## src/logic/bwde_pkg.sv

```systemverilog
package bwde_pkg;
    // Register byte offsets
    localparam logic [7:0] BWDE_OFF_BER    = 8'h00; // bus error register
    localparam logic [7:0] BWDE_OFF_MASK   = 8'h04; // interrupt enable mask
    localparam logic [7:0] BWDE_OFF_CNR    = 8'h08; // node configuration register
    localparam logic [7:0] BWDE_OFF_FADR   = 8'h0C; // failing address register
    localparam logic [7:0] BWDE_OFF_SYN0   = 8'h10; // syndrome registers 0..3
    localparam logic [7:0] BWDE_OFF_SYN3   = 8'h1C;

    // Bus error register fields
    localparam int BWDE_BER_UDE  = 0;
    localparam int BWDE_BER_CORRECTABLE_WRITE_ERROR = 1;
    localparam int BWDE_BER_TRANSMITTED_BAD_DATA_FLAG = 2;
    localparam int BWDE_BER_DSV  = 4; // syndrome valid bits 7:4

    // Configuration register fields
    localparam int BWDE_CNR_CORRECTABLE_WRITE_REPORT_DISABLE = 0; // correctable write report disable
    localparam int BWDE_CNR_CAPT = 1; // sharer captures and checks data

    // Syndrome register fields
    localparam int BWDE_SYN_TCE = 8;

    // Values after reset
    localparam logic [2:0] BWDE_MASK_RST = 3'h0;
    localparam logic [1:0] BWDE_CNR_RST  = 2'h0;

    // Data beats per write transfer
    localparam logic [1:0] BWDE_DATA_BEATS = 2'h2;

    // Error priority levels
    localparam logic [1:0] BWDE_PRIO_NONE = 2'h0;
    localparam logic [1:0] BWDE_PRIO_CORRECTABLE_WRITE_ERROR = 2'h1;
    localparam logic [1:0] BWDE_PRIO_UDE  = 2'h2;

    // Transfer sequencer states
    typedef enum logic [1:0] {
        BWDE_IDLE = 2'b00,
        BWDE_ACK  = 2'b01,
        BWDE_DATA = 2'b11,
        BWDE_DONE = 2'b10
    } bwde_state_t;
endpackage

```

## src/logic/bwde_top.sv

```systemverilog
`timescale 1ns/1ns
// What this block does
// - As the addressed memory slave of a write, acknowledge the command, time the data beats and store the data.
// - As a bystander node, look up the written block in the cache and assert the shared line on a hit.
// - A sharing node either captures and checks the write data or invalidates its copy of the block.
// - A node receiving write data with an error asserts the bus data-error line.
// - A commander seeing the data-error line on its write sets the transmitted-bad-data flag and tells the requester.
// - A single-bit write error sets the correctable flag; memory still stores the data and latches the address.
// - A multi-bit write error sets the uncorrectable flag; memory still stores the data and latches the address.
// - Syndrome-valid bits in the bus error register tell which of four syndrome registers hold the error status.
// - The transmit-check flag in a syndrome register is set when the node's own driven data failed its check.
// - With the disable bit set, correctable write errors do not assert the data-error line.
// - With the disable bit set, the commander does not interrupt the requester for correctable write errors.
// - The disable bit never stops detection; the correctable flag still sets for polling.
// - An uncorrectable error overwrites status and always interrupts; that interrupt cannot be masked.
// - Status is overwritten only by a higher priority error; among equals the first is kept.
module bwde_top (
    input  wire logic        pclk,            // Bus clock
    input  wire logic        presetn,         // Async reset, active low
    input  wire logic        psel,            // APB select
    input  wire logic        penable,         // APB access phase
    input  wire logic        pwrite,          // APB direction
    input  wire logic [7:0]  paddr,           // APB byte address
    input  wire logic [31:0] pwdata,          // APB write data
    output logic [31:0]      prdata,          // APB read data
    output logic             pready,          // APB ready
    output logic             pslverr,         // APB error on unmapped
    input  wire logic        cmd_valid,       // Command cycle on the bus
    input  wire logic        cmd_write,       // Command is a write
    input  wire logic [31:0] cmd_addr,        // Command address
    input  wire logic        cmd_mine,        // This node is the commander
    input  wire logic        mem_hit,         // Address maps to this memory
    input  wire logic        cache_hit,       // Cache holds the block
    input  wire logic        bus_data_valid,  // Write data beat on the bus
    input  wire logic        ecc_single,      // Beat has a single-bit error
    input  wire logic        ecc_multi,       // Beat has a multi-bit error
    input  wire logic [1:0]  ecc_lane,        // Lane of the checked quadword
    input  wire logic [7:0]  ecc_syndrome,    // Syndrome of the beat
    input  wire logic        tx_check_fail,   // Own transmit check failed
    input  wire logic        bus_data_error_line, // Data-error line sensed
    output logic             bus_data_error_out,  // Drive data-error line
    output logic             shared_block_line,   // Drive shared line
    output logic             cmd_ack,         // Slave acknowledge pulse
    output logic             data_cycle,      // Slave data timing
    output logic             store_write,     // Store beat into memory
    output logic             invalidate_block,// Drop cached copy
    output logic             irq              // Requester interrupt
);
    import bwde_pkg::*;

    bwde_state_t state;
    bwde_state_t next_state;
    logic [1:0]  beat_cnt;
    logic        role_cmdr;
    logic        role_slave;
    logic        role_share;
    logic [31:0] cur_addr;
    logic [2:0]  flags;
    logic [3:0]  syn_valid;
    logic [8:0]  syn_reg [4];
    logic [31:0] fail_addr;
    logic [1:0]  held_prio;
    logic [2:0]  mask;
    logic [1:0]  cnr;

    // APB decode
    wire         apb_done  = psel & penable & pready;
    wire         apb_wr    = apb_done & pwrite;
    wire         apb_rd    = apb_done & ~pwrite;
    wire         hit_ber   = paddr == BWDE_OFF_BER;
    wire         hit_mask  = paddr == BWDE_OFF_MASK;
    wire         hit_cnr   = paddr == BWDE_OFF_CNR;
    wire         hit_fadr  = paddr == BWDE_OFF_FADR;
    wire         hit_syn   = paddr >= BWDE_OFF_SYN0 && paddr <= BWDE_OFF_SYN3 && paddr[1:0] == 2'h0;
    wire         mapped    = hit_ber | hit_mask | hit_cnr | hit_fadr | hit_syn;
    wire         ber_clear = apb_rd & hit_ber;
    wire         correctable_write_report_disable      = cnr[BWDE_CNR_CORRECTABLE_WRITE_REPORT_DISABLE];
    wire         capture   = cnr[BWDE_CNR_CAPT];

    // Read data selection
    wire [31:0]  ber_word  = {24'h0, syn_valid, 1'b0, flags};
    wire [31:0]  syn_word  = {23'h0, syn_reg[paddr[3:2]]};
    wire [31:0]  rd_mux    = hit_ber  ? ber_word :
                             hit_mask ? {29'h0, mask} :
                             hit_cnr  ? {30'h0, cnr} :
                             hit_fadr ? fail_addr :
                             hit_syn  ? syn_word : 32'h0;

    // Bus role and beat checking
    wire         start     = cmd_valid & cmd_write;
    wire         chk_node  = role_cmdr | role_slave | (role_share & capture);
    wire         receiver  = role_slave | (role_share & capture);
    wire         beat      = (state == BWDE_DATA) & bus_data_valid;
    wire         chk_beat  = beat & chk_node;
    wire         is_ude    = chk_beat & ecc_multi;
    wire         is_cw     = chk_beat & ecc_single & ~ecc_multi;
    wire [1:0]   new_prio  = is_ude ? BWDE_PRIO_UDE : is_cw ? BWDE_PRIO_CORRECTABLE_WRITE_ERROR : BWDE_PRIO_NONE;
    wire [1:0]   base_prio = ber_clear ? BWDE_PRIO_NONE : held_prio;
    wire         overwrite = new_prio > base_prio;
    wire         tce_now   = role_cmdr & tx_check_fail;
    wire         transmitted_bad_data_flag_set  = role_cmdr & bus_data_error_line &
                             (state == BWDE_DATA || state == BWDE_DONE);
    wire         err_drive = beat & receiver & (ecc_multi | (ecc_single & ~correctable_write_report_disable));
    wire [2:0]   flag_set  = {transmitted_bad_data_flag_set, is_cw, is_ude};
    wire [2:0]   irq_en    = {mask[BWDE_BER_TRANSMITTED_BAD_DATA_FLAG], mask[BWDE_BER_CORRECTABLE_WRITE_ERROR] & ~correctable_write_report_disable, 1'b1};
    wire [3:0]   lane_hot  = 4'h1 << ecc_lane;

    // Sequencer next state
    always_comb begin
        next_state = state;
        case (state)
            BWDE_IDLE: begin
                if (start) begin
                    next_state = BWDE_ACK;
                end
            end
            BWDE_ACK: begin
                next_state = BWDE_DATA;
            end
            BWDE_DATA: begin
                if (beat && beat_cnt == BWDE_DATA_BEATS - 2'h1) begin
                    next_state = BWDE_DONE;
                end
            end
            BWDE_DONE: begin
                next_state = BWDE_IDLE;
            end
            default: begin
                next_state = BWDE_IDLE;
            end
        endcase
    end

    // Sequencer state
    always_ff @(posedge pclk or negedge presetn) begin
        if (!presetn) begin
            state <= BWDE_IDLE;
        end else begin
            state <= next_state;
        end
    end

    // Roles and beat count, latched with the command
    always_ff @(posedge pclk or negedge presetn) begin
        if (!presetn) begin
            beat_cnt   <= 2'h0;
            role_cmdr  <= 1'b0;
            role_slave <= 1'b0;
            role_share <= 1'b0;
            cur_addr   <= 32'h0;
        end else begin
            if (state == BWDE_IDLE && start) begin
                role_cmdr  <= cmd_mine;
                role_slave <= mem_hit & ~cmd_mine;
                role_share <= cache_hit & ~cmd_mine & ~mem_hit;
                cur_addr   <= cmd_addr;
                beat_cnt   <= 2'h0;
            end else if (beat) begin
                beat_cnt <= beat_cnt + 2'h1;
            end
        end
    end

    // Next values of the bus-side outputs
    wire         next_cmd_ack    = state == BWDE_IDLE && start && mem_hit && !cmd_mine;
    wire         next_data_cycle = role_slave && next_state == BWDE_DATA;
    wire         next_store      = beat & role_slave;
    wire         next_shared     = state == BWDE_IDLE && start && cache_hit && !cmd_mine && !mem_hit;
    wire         next_invalidate = state == BWDE_DONE && role_share && !capture;

    // Slave acknowledge pulse
    always_ff @(posedge pclk or negedge presetn) begin
        if (!presetn) begin
            cmd_ack <= 1'b0;
        end else begin
            cmd_ack <= next_cmd_ack;
        end
    end

    // Slave data timing, high through the beats
    always_ff @(posedge pclk or negedge presetn) begin
        if (!presetn) begin
            data_cycle <= 1'b0;
        end else begin
            data_cycle <= next_data_cycle;
        end
    end

    // Store strobe, also for faulty beats
    always_ff @(posedge pclk or negedge presetn) begin
        if (!presetn) begin
            store_write <= 1'b0;
        end else begin
            store_write <= next_store;
        end
    end

    // Shared line on a cache hit
    always_ff @(posedge pclk or negedge presetn) begin
        if (!presetn) begin
            shared_block_line <= 1'b0;
        end else begin
            shared_block_line <= next_shared;
        end
    end

    // Drop the copy when not checking
    always_ff @(posedge pclk or negedge presetn) begin
        if (!presetn) begin
            invalidate_block <= 1'b0;
        end else begin
            invalidate_block <= next_invalidate;
        end
    end

    // Data-error line drive, one cycle per bad beat
    always_ff @(posedge pclk or negedge presetn) begin
        if (!presetn) begin
            bus_data_error_out <= 1'b0;
        end else begin
            bus_data_error_out <= err_drive;
        end
    end

    // Sticky flags, syndrome and failing address
    always_ff @(posedge pclk or negedge presetn) begin
        if (!presetn) begin
            flags     <= 3'h0;
            syn_valid <= 4'h0;
            held_prio <= BWDE_PRIO_NONE;
            fail_addr <= 32'h0;
            for (int i = 0; i < 4; i++) begin
                syn_reg[i] <= 9'h0;
            end
        end else begin
            flags <= (ber_clear ? 3'h0 : flags) | flag_set;
            if (overwrite) begin
                held_prio         <= new_prio;
                syn_valid         <= lane_hot;
                syn_reg[ecc_lane] <= {tce_now, ecc_syndrome};
                if (role_slave) begin
                    fail_addr <= cur_addr;
                end
            end else if (ber_clear) begin
                held_prio <= BWDE_PRIO_NONE;
                syn_valid <= 4'h0;
            end
        end
    end

    // Interrupt mask register
    always_ff @(posedge pclk or negedge presetn) begin
        if (!presetn) begin
            mask <= BWDE_MASK_RST;
        end else if (apb_wr && hit_mask) begin
            mask <= pwdata[2:0];
        end
    end

    // Node configuration register
    always_ff @(posedge pclk or negedge presetn) begin
        if (!presetn) begin
            cnr <= BWDE_CNR_RST;
        end else if (apb_wr && hit_cnr) begin
            cnr <= pwdata[1:0];
        end
    end

    // First access cycle, answered at the next edge
    wire         acc_first   = psel & penable & ~pready;
    wire [31:0]  next_prdata = (acc_first & ~pwrite) ? rd_mux : 32'h0;

    // APB ready after one wait cycle
    always_ff @(posedge pclk or negedge presetn) begin
        if (!presetn) begin
            pready <= 1'b0;
        end else begin
            pready <= acc_first;
        end
    end

    // Read data, zero outside the answer
    always_ff @(posedge pclk or negedge presetn) begin
        if (!presetn) begin
            prdata <= 32'h0;
        end else begin
            prdata <= next_prdata;
        end
    end

    // Error answer on unmapped places
    always_ff @(posedge pclk or negedge presetn) begin
        if (!presetn) begin
            pslverr <= 1'b0;
        end else begin
            pslverr <= acc_first & ~mapped;
        end
    end

    // Interrupt from flags, uncorrectable never masked
    always_ff @(posedge pclk or negedge presetn) begin
        if (!presetn) begin
            irq <= 1'b0;
        end else begin
            irq <= |(flags & irq_en);
        end
    end
endmodule

```

## config.mk

```make
export PLATFORM = sky130hd
export DESIGN_NAME = bwde_top
export DESIGN_NICKNAME = d
export VERILOG_FILES = /design/src/logic/bwde_pkg.sv /design/src/logic/bwde_top.sv
export SDC_FILE = /design/constraint.sdc
export NUM_CORES = 1
export LEC_CHECK = 0
export ABC_AREA = 1
export BUFFER_PORTS_ARGS = -buffer_cell sky130_fd_sc_hd__buf_4
export CELL_PAD_IN_SITES_DETAIL_PLACEMENT = 0
export CELL_PAD_IN_SITES_GLOBAL_PLACEMENT = 1
export CORE_UTILIZATION = 28
export DETAILED_ROUTE_END_ITERATION = 16
export PLACE_DENSITY = 0.68
export SETUP_SLACK_MARGIN = 0.3
export SYNTH_ARGS = -nofsm -noshare
export SYNTH_HDL_FRONTEND = slang
export SYNTH_SLANG_ARGS = --single-unit
export TNS_END_PERCENT = 100
```

## constraint.sdc

```tcl
create_clock -name pclk -period 2.9 [get_ports pclk]
set_input_delay 0.145 -clock pclk [delete_from_list [all_inputs] [get_ports pclk]]
set_output_delay 0.145 -clock pclk [all_outputs]
set_load 0.005 [all_outputs]
```

==> run_results.csv <==
group,metric,value,unit
outcome,status,"complete, no violations",
global_routing,grt_pass1_vias,5209,
routing,via_per_inst,4.314,
timing,fmaxAchievable,419.7,MHz
routing,vias,5207,
power_and_ir_drop,swShare,0.3133,
layout,n_antenna_cell,0,
power_and_ir_drop,p_int,0.005015,W
cts,clk_pin_slew,0.06,ns
worst_setup_path,reg2reg_depth,13,
layout,fillers,2373,
power_and_ir_drop,leakagePower,4.440,nW
job,maxCapViolations,0,
routing,finalWirelength,16880,um
layout,largest_register_ffs,36,
die,die_h,156.0,um
layout,area_growth_syn_to_layout,35.71,%
cts,root_buffer,"clkbuf_16",
synth,synth-edff-count,0,
timing,timing.setup.tns,0,ns
timing,fin_crit_sh,0.8217,
placed_design,numPortBuffers,108,
timing,slew_headroom,0.4411,
worst_setup_path,critPathKind,"register to register",
placed_design,place_hpwl,11300,um
global_routing,antenna_found_initial,0,
worst_setup_path,cp_max_fo,19,
synth,yosys_warnings,0,
die,die_width,156.0,um
global_routing,grt_pass1_wl,27030,um
cts,cts_htree_levels,4,
power_and_ir_drop,p_comb_frac,0.221,
global_routing,track_usage,0.1458,
power_and_ir_drop,p_seq_frac,0.463,
cts,cts.sinks,162,
synth,syn_area_per_cell,9.261,um2
synth,synth.mux.area_fraction,0.003769,
synth,synth_area,0.006640,mm2
worst_setup_path,cp-start-kind,"register",
die,fp-row-count,55,
timing,rsz0062_at_grt,"false",
routing,drc,0,
synth,ys_seq_elements,162,
layout,nets,982,
power_and_ir_drop,vdd_drop_max,0.3609,mV
placed_design,placed_area,0.007948,mm2
timing,worst_pin_slew,0.8383,ns
layout,final_area,0.009011,mm2
min_path,hold-path-endpoint,"syn_reg[7]$_DFFE_PN0P_",
power_and_ir_drop,p_sw,0.002287,W
synth,ys_seq_area_frac,0.6105,
routing,firstDrtPassIters,5,
timing,skew,0.009613,ns
power_and_ir_drop,pwr_density_cell,810.3,mW/mm2
layout,final_common_cell,"nand2_1",
synth,synthArstFlopShare,1.000,
timing,drv_slew,0,
timing,setup_viol,0,
die,start_util,0.2898,
synth,syn_nets,818,
synth,synth_fa_ha_area_frac,0.007537,
worst_setup_path,reg2reg_slack,0.52,ns
routing,ant_nets,0,
global_routing,grt_max_degree,88,
cts,clock_latency,0.43,ns
layout,drive_gt1_frac,0.2315,
synth,synthXorXnorAreaFrac,0,
synth,synth_cell_types,34,
die,core,0.02292,mm2
routing,drtIter0Drc,306,
power_and_ir_drop,clockPowerShare,0.316,
min_path,hold_class,"input port to register",
worst_setup_path,timing.rr.end,"syn_reg[25]$_DFFE_PN0P_",
min_path,min_delay_path_depth,3,
worst_setup_path,reg2reg_from,"cnr[1]$_DFFE_PN0P_",
worst_setup_path,end_kind,"register",
worst_setup_path,arrival,2.68,ns
synth,netlist_instances,717,
synth,synth_top_family_by_area,"simple AND/OR/NAND/NOR gates",
synth,synthSimpleGateAreaFrac,0.2380,
cts,cts_buffer_depth,2,
synth,synth-compound-area-share,0.08385,
cts,cts_tree,"built",
placed_design,place.gp.congestion,0.7900,
min_path,hp-start,"ecc_syndrome[7]",
routing,wl_per_cell,13.98,um
synth,ys.flop_type,"dfrtp_1",
global_routing,grt_overflow,0,
die,pin_count,138,
die,dieArea,0.02433,mm2
timing,hold_viol,0,
cts,cts_buffers,17,
layout,mostFrequentLayoutCells,"nand2_1, dfrtp_1, buf_4",
timing,post-route-min-period,2.383,ns
worst_setup_path,required,3.20,ns
layer usage:
metal	up-vias	share of wire	global-route usage
met2	93	0.46	0.2264
li1	2613	-	-
met5	-	0	0
met3	17	0.033	0.02889
met1	2484	0.49	0.2012
met4	0	0.013	0.05275
per-stage QoR:
stage               hold WS (ns)    util  total power (W)  instances  setup WS, ns
finish                   0.02097  0.3932         0.007302       1207        0.5172
global route             0.02789  0.3932         0.007819       1207        0.3196
CTS                     0.004914  0.3913         0.007359       1204        0.3592
detailed placement        0.2856  0.3468         0.004973       1131        0.2080
global placement          0.2864  0.3468         0.004918       1131        0.2651
floorplan                -0.1506       -         0.004381        717        0.7032
power groups by stage:
stage               Combinational (W)  Sequential (W)  Clock (W)
floorplan                     0.00105         0.00333          0
global placement              0.00151         0.00341          0
detailed placement            0.00155         0.00342          0
CTS                           0.00160         0.00339    0.00237
global route                  0.00189         0.00348    0.00244
finish                        0.00161         0.00338    0.00231
Yosys cell counts (2+ instances only):
cell type,n,area share
ha_1,4,0.0075
buf_2,5,0.0038
nor2_2,5,0.0047
a22o_1,2,0.0026
nor2_1,22,0.012
o211ai_1,3,0.0034
nor3_1,5,0.0038
a21oi_1,8,0.0060
o22ai_1,2,0.0019
clkbuf_1,15,0.0085
nand4_1,5,0.0047
nor2_4,2,0.0034
buf_6,4,0.0068
nand3_1,19,0.014
o21ai_1,23,0.017
nor3_2,20,0.030
nand2_2,5,0.0047
inv_2,6,0.0034
dfrtp_1,162,0.61
a31oi_1,4,0.0038
nand3_2,3,0.0045
o21ai_0,60,0.045
inv_1,57,0.032
nand2_1,266,0.15
critical path, stage by stage, from the launching register on:
cell	delay, ns
dfrtp_1	0.39
inv_1	0.17
o21ai_1	0.12
o21ai_1	0.31
nor2_1	0.11
inv_1	0.09
ha_1	0.25
o21bai_1	0.17
o21ai_2	0.13
inv_2	0.12
nand2_1	0.10
buf_12	0.16
nand2_1	0.05
o21ai_0	0.08
final cells by class:
| class | count | area (um2) | area share |
|---|---|---|---|
| Tap cell | 313 | 391.6 | 0.04346 |
| Clock buffer | 18 | 439.2 | 0.04874 |
| Inverter | 64 | 240.2 | 0.02666 |
| Clock inverter | 14 | 168.9 | 0.01874 |
| Timing Repair Buffer | 170 | 1488 | 0.1651 |
| Multi-Input combinational cell | 466 | 2230 | 0.2474 |
| Sequential cell | 162 | 4054 | 0.4499 |
kinds of logic (layout without fill, tap and decap cells):
| logic type | after synthesis | in the layout |
|---|---|---|
| buffers and inverters | 89 | 266 |
| AND/OR/NAND/NOR | 355 | 355 |
| flip-flops | 162 | 162 |
| adder cells (fa/ha/maj) | 4 | 4 |
| multiplexers | 2 | 2 |
| AO/OA/AOI/OAI | 105 | 105 |
timing repair:
item                                   4_1_cts  5_1_grt
setup endpoints to repair                    0       72
setup buffers                                0        2
hold buffers                                41        0
endpoints found under the hold margin      127        0
gates resized for setup                      0        3
worst max path at each step:
| stage | from | slack (ns) | to | cells past startpoint |
|---|---|---|---|---|
| global placement | paddr[7] | 0.27 | syn_reg[23]$_DFFE_PN0P_ | 14 |
| finish | cnr[1]$_DFFE_PN0P_ | 0.52 | syn_reg[25]$_DFFE_PN0P_ | 13 |
| CTS | state[0]$_DFF_PN0_ | 0.36 | syn_reg[25]$_DFFE_PN0P_ | 13 |
| detailed placement | paddr[7] | 0.21 | syn_reg[26]$_DFFE_PN0P_ | 14 |
| floorplan | state[0]$_DFF_PN0_ | 0.70 | syn_reg[27]$_DFFE_PN0P_ | 11 |
| global route | state[1]$_DFF_PN0_ | 0.32 | syn_reg[30]$_DFFE_PN0P_ | 13 |
No activity file was read; power rests on OpenSTA's default activity.
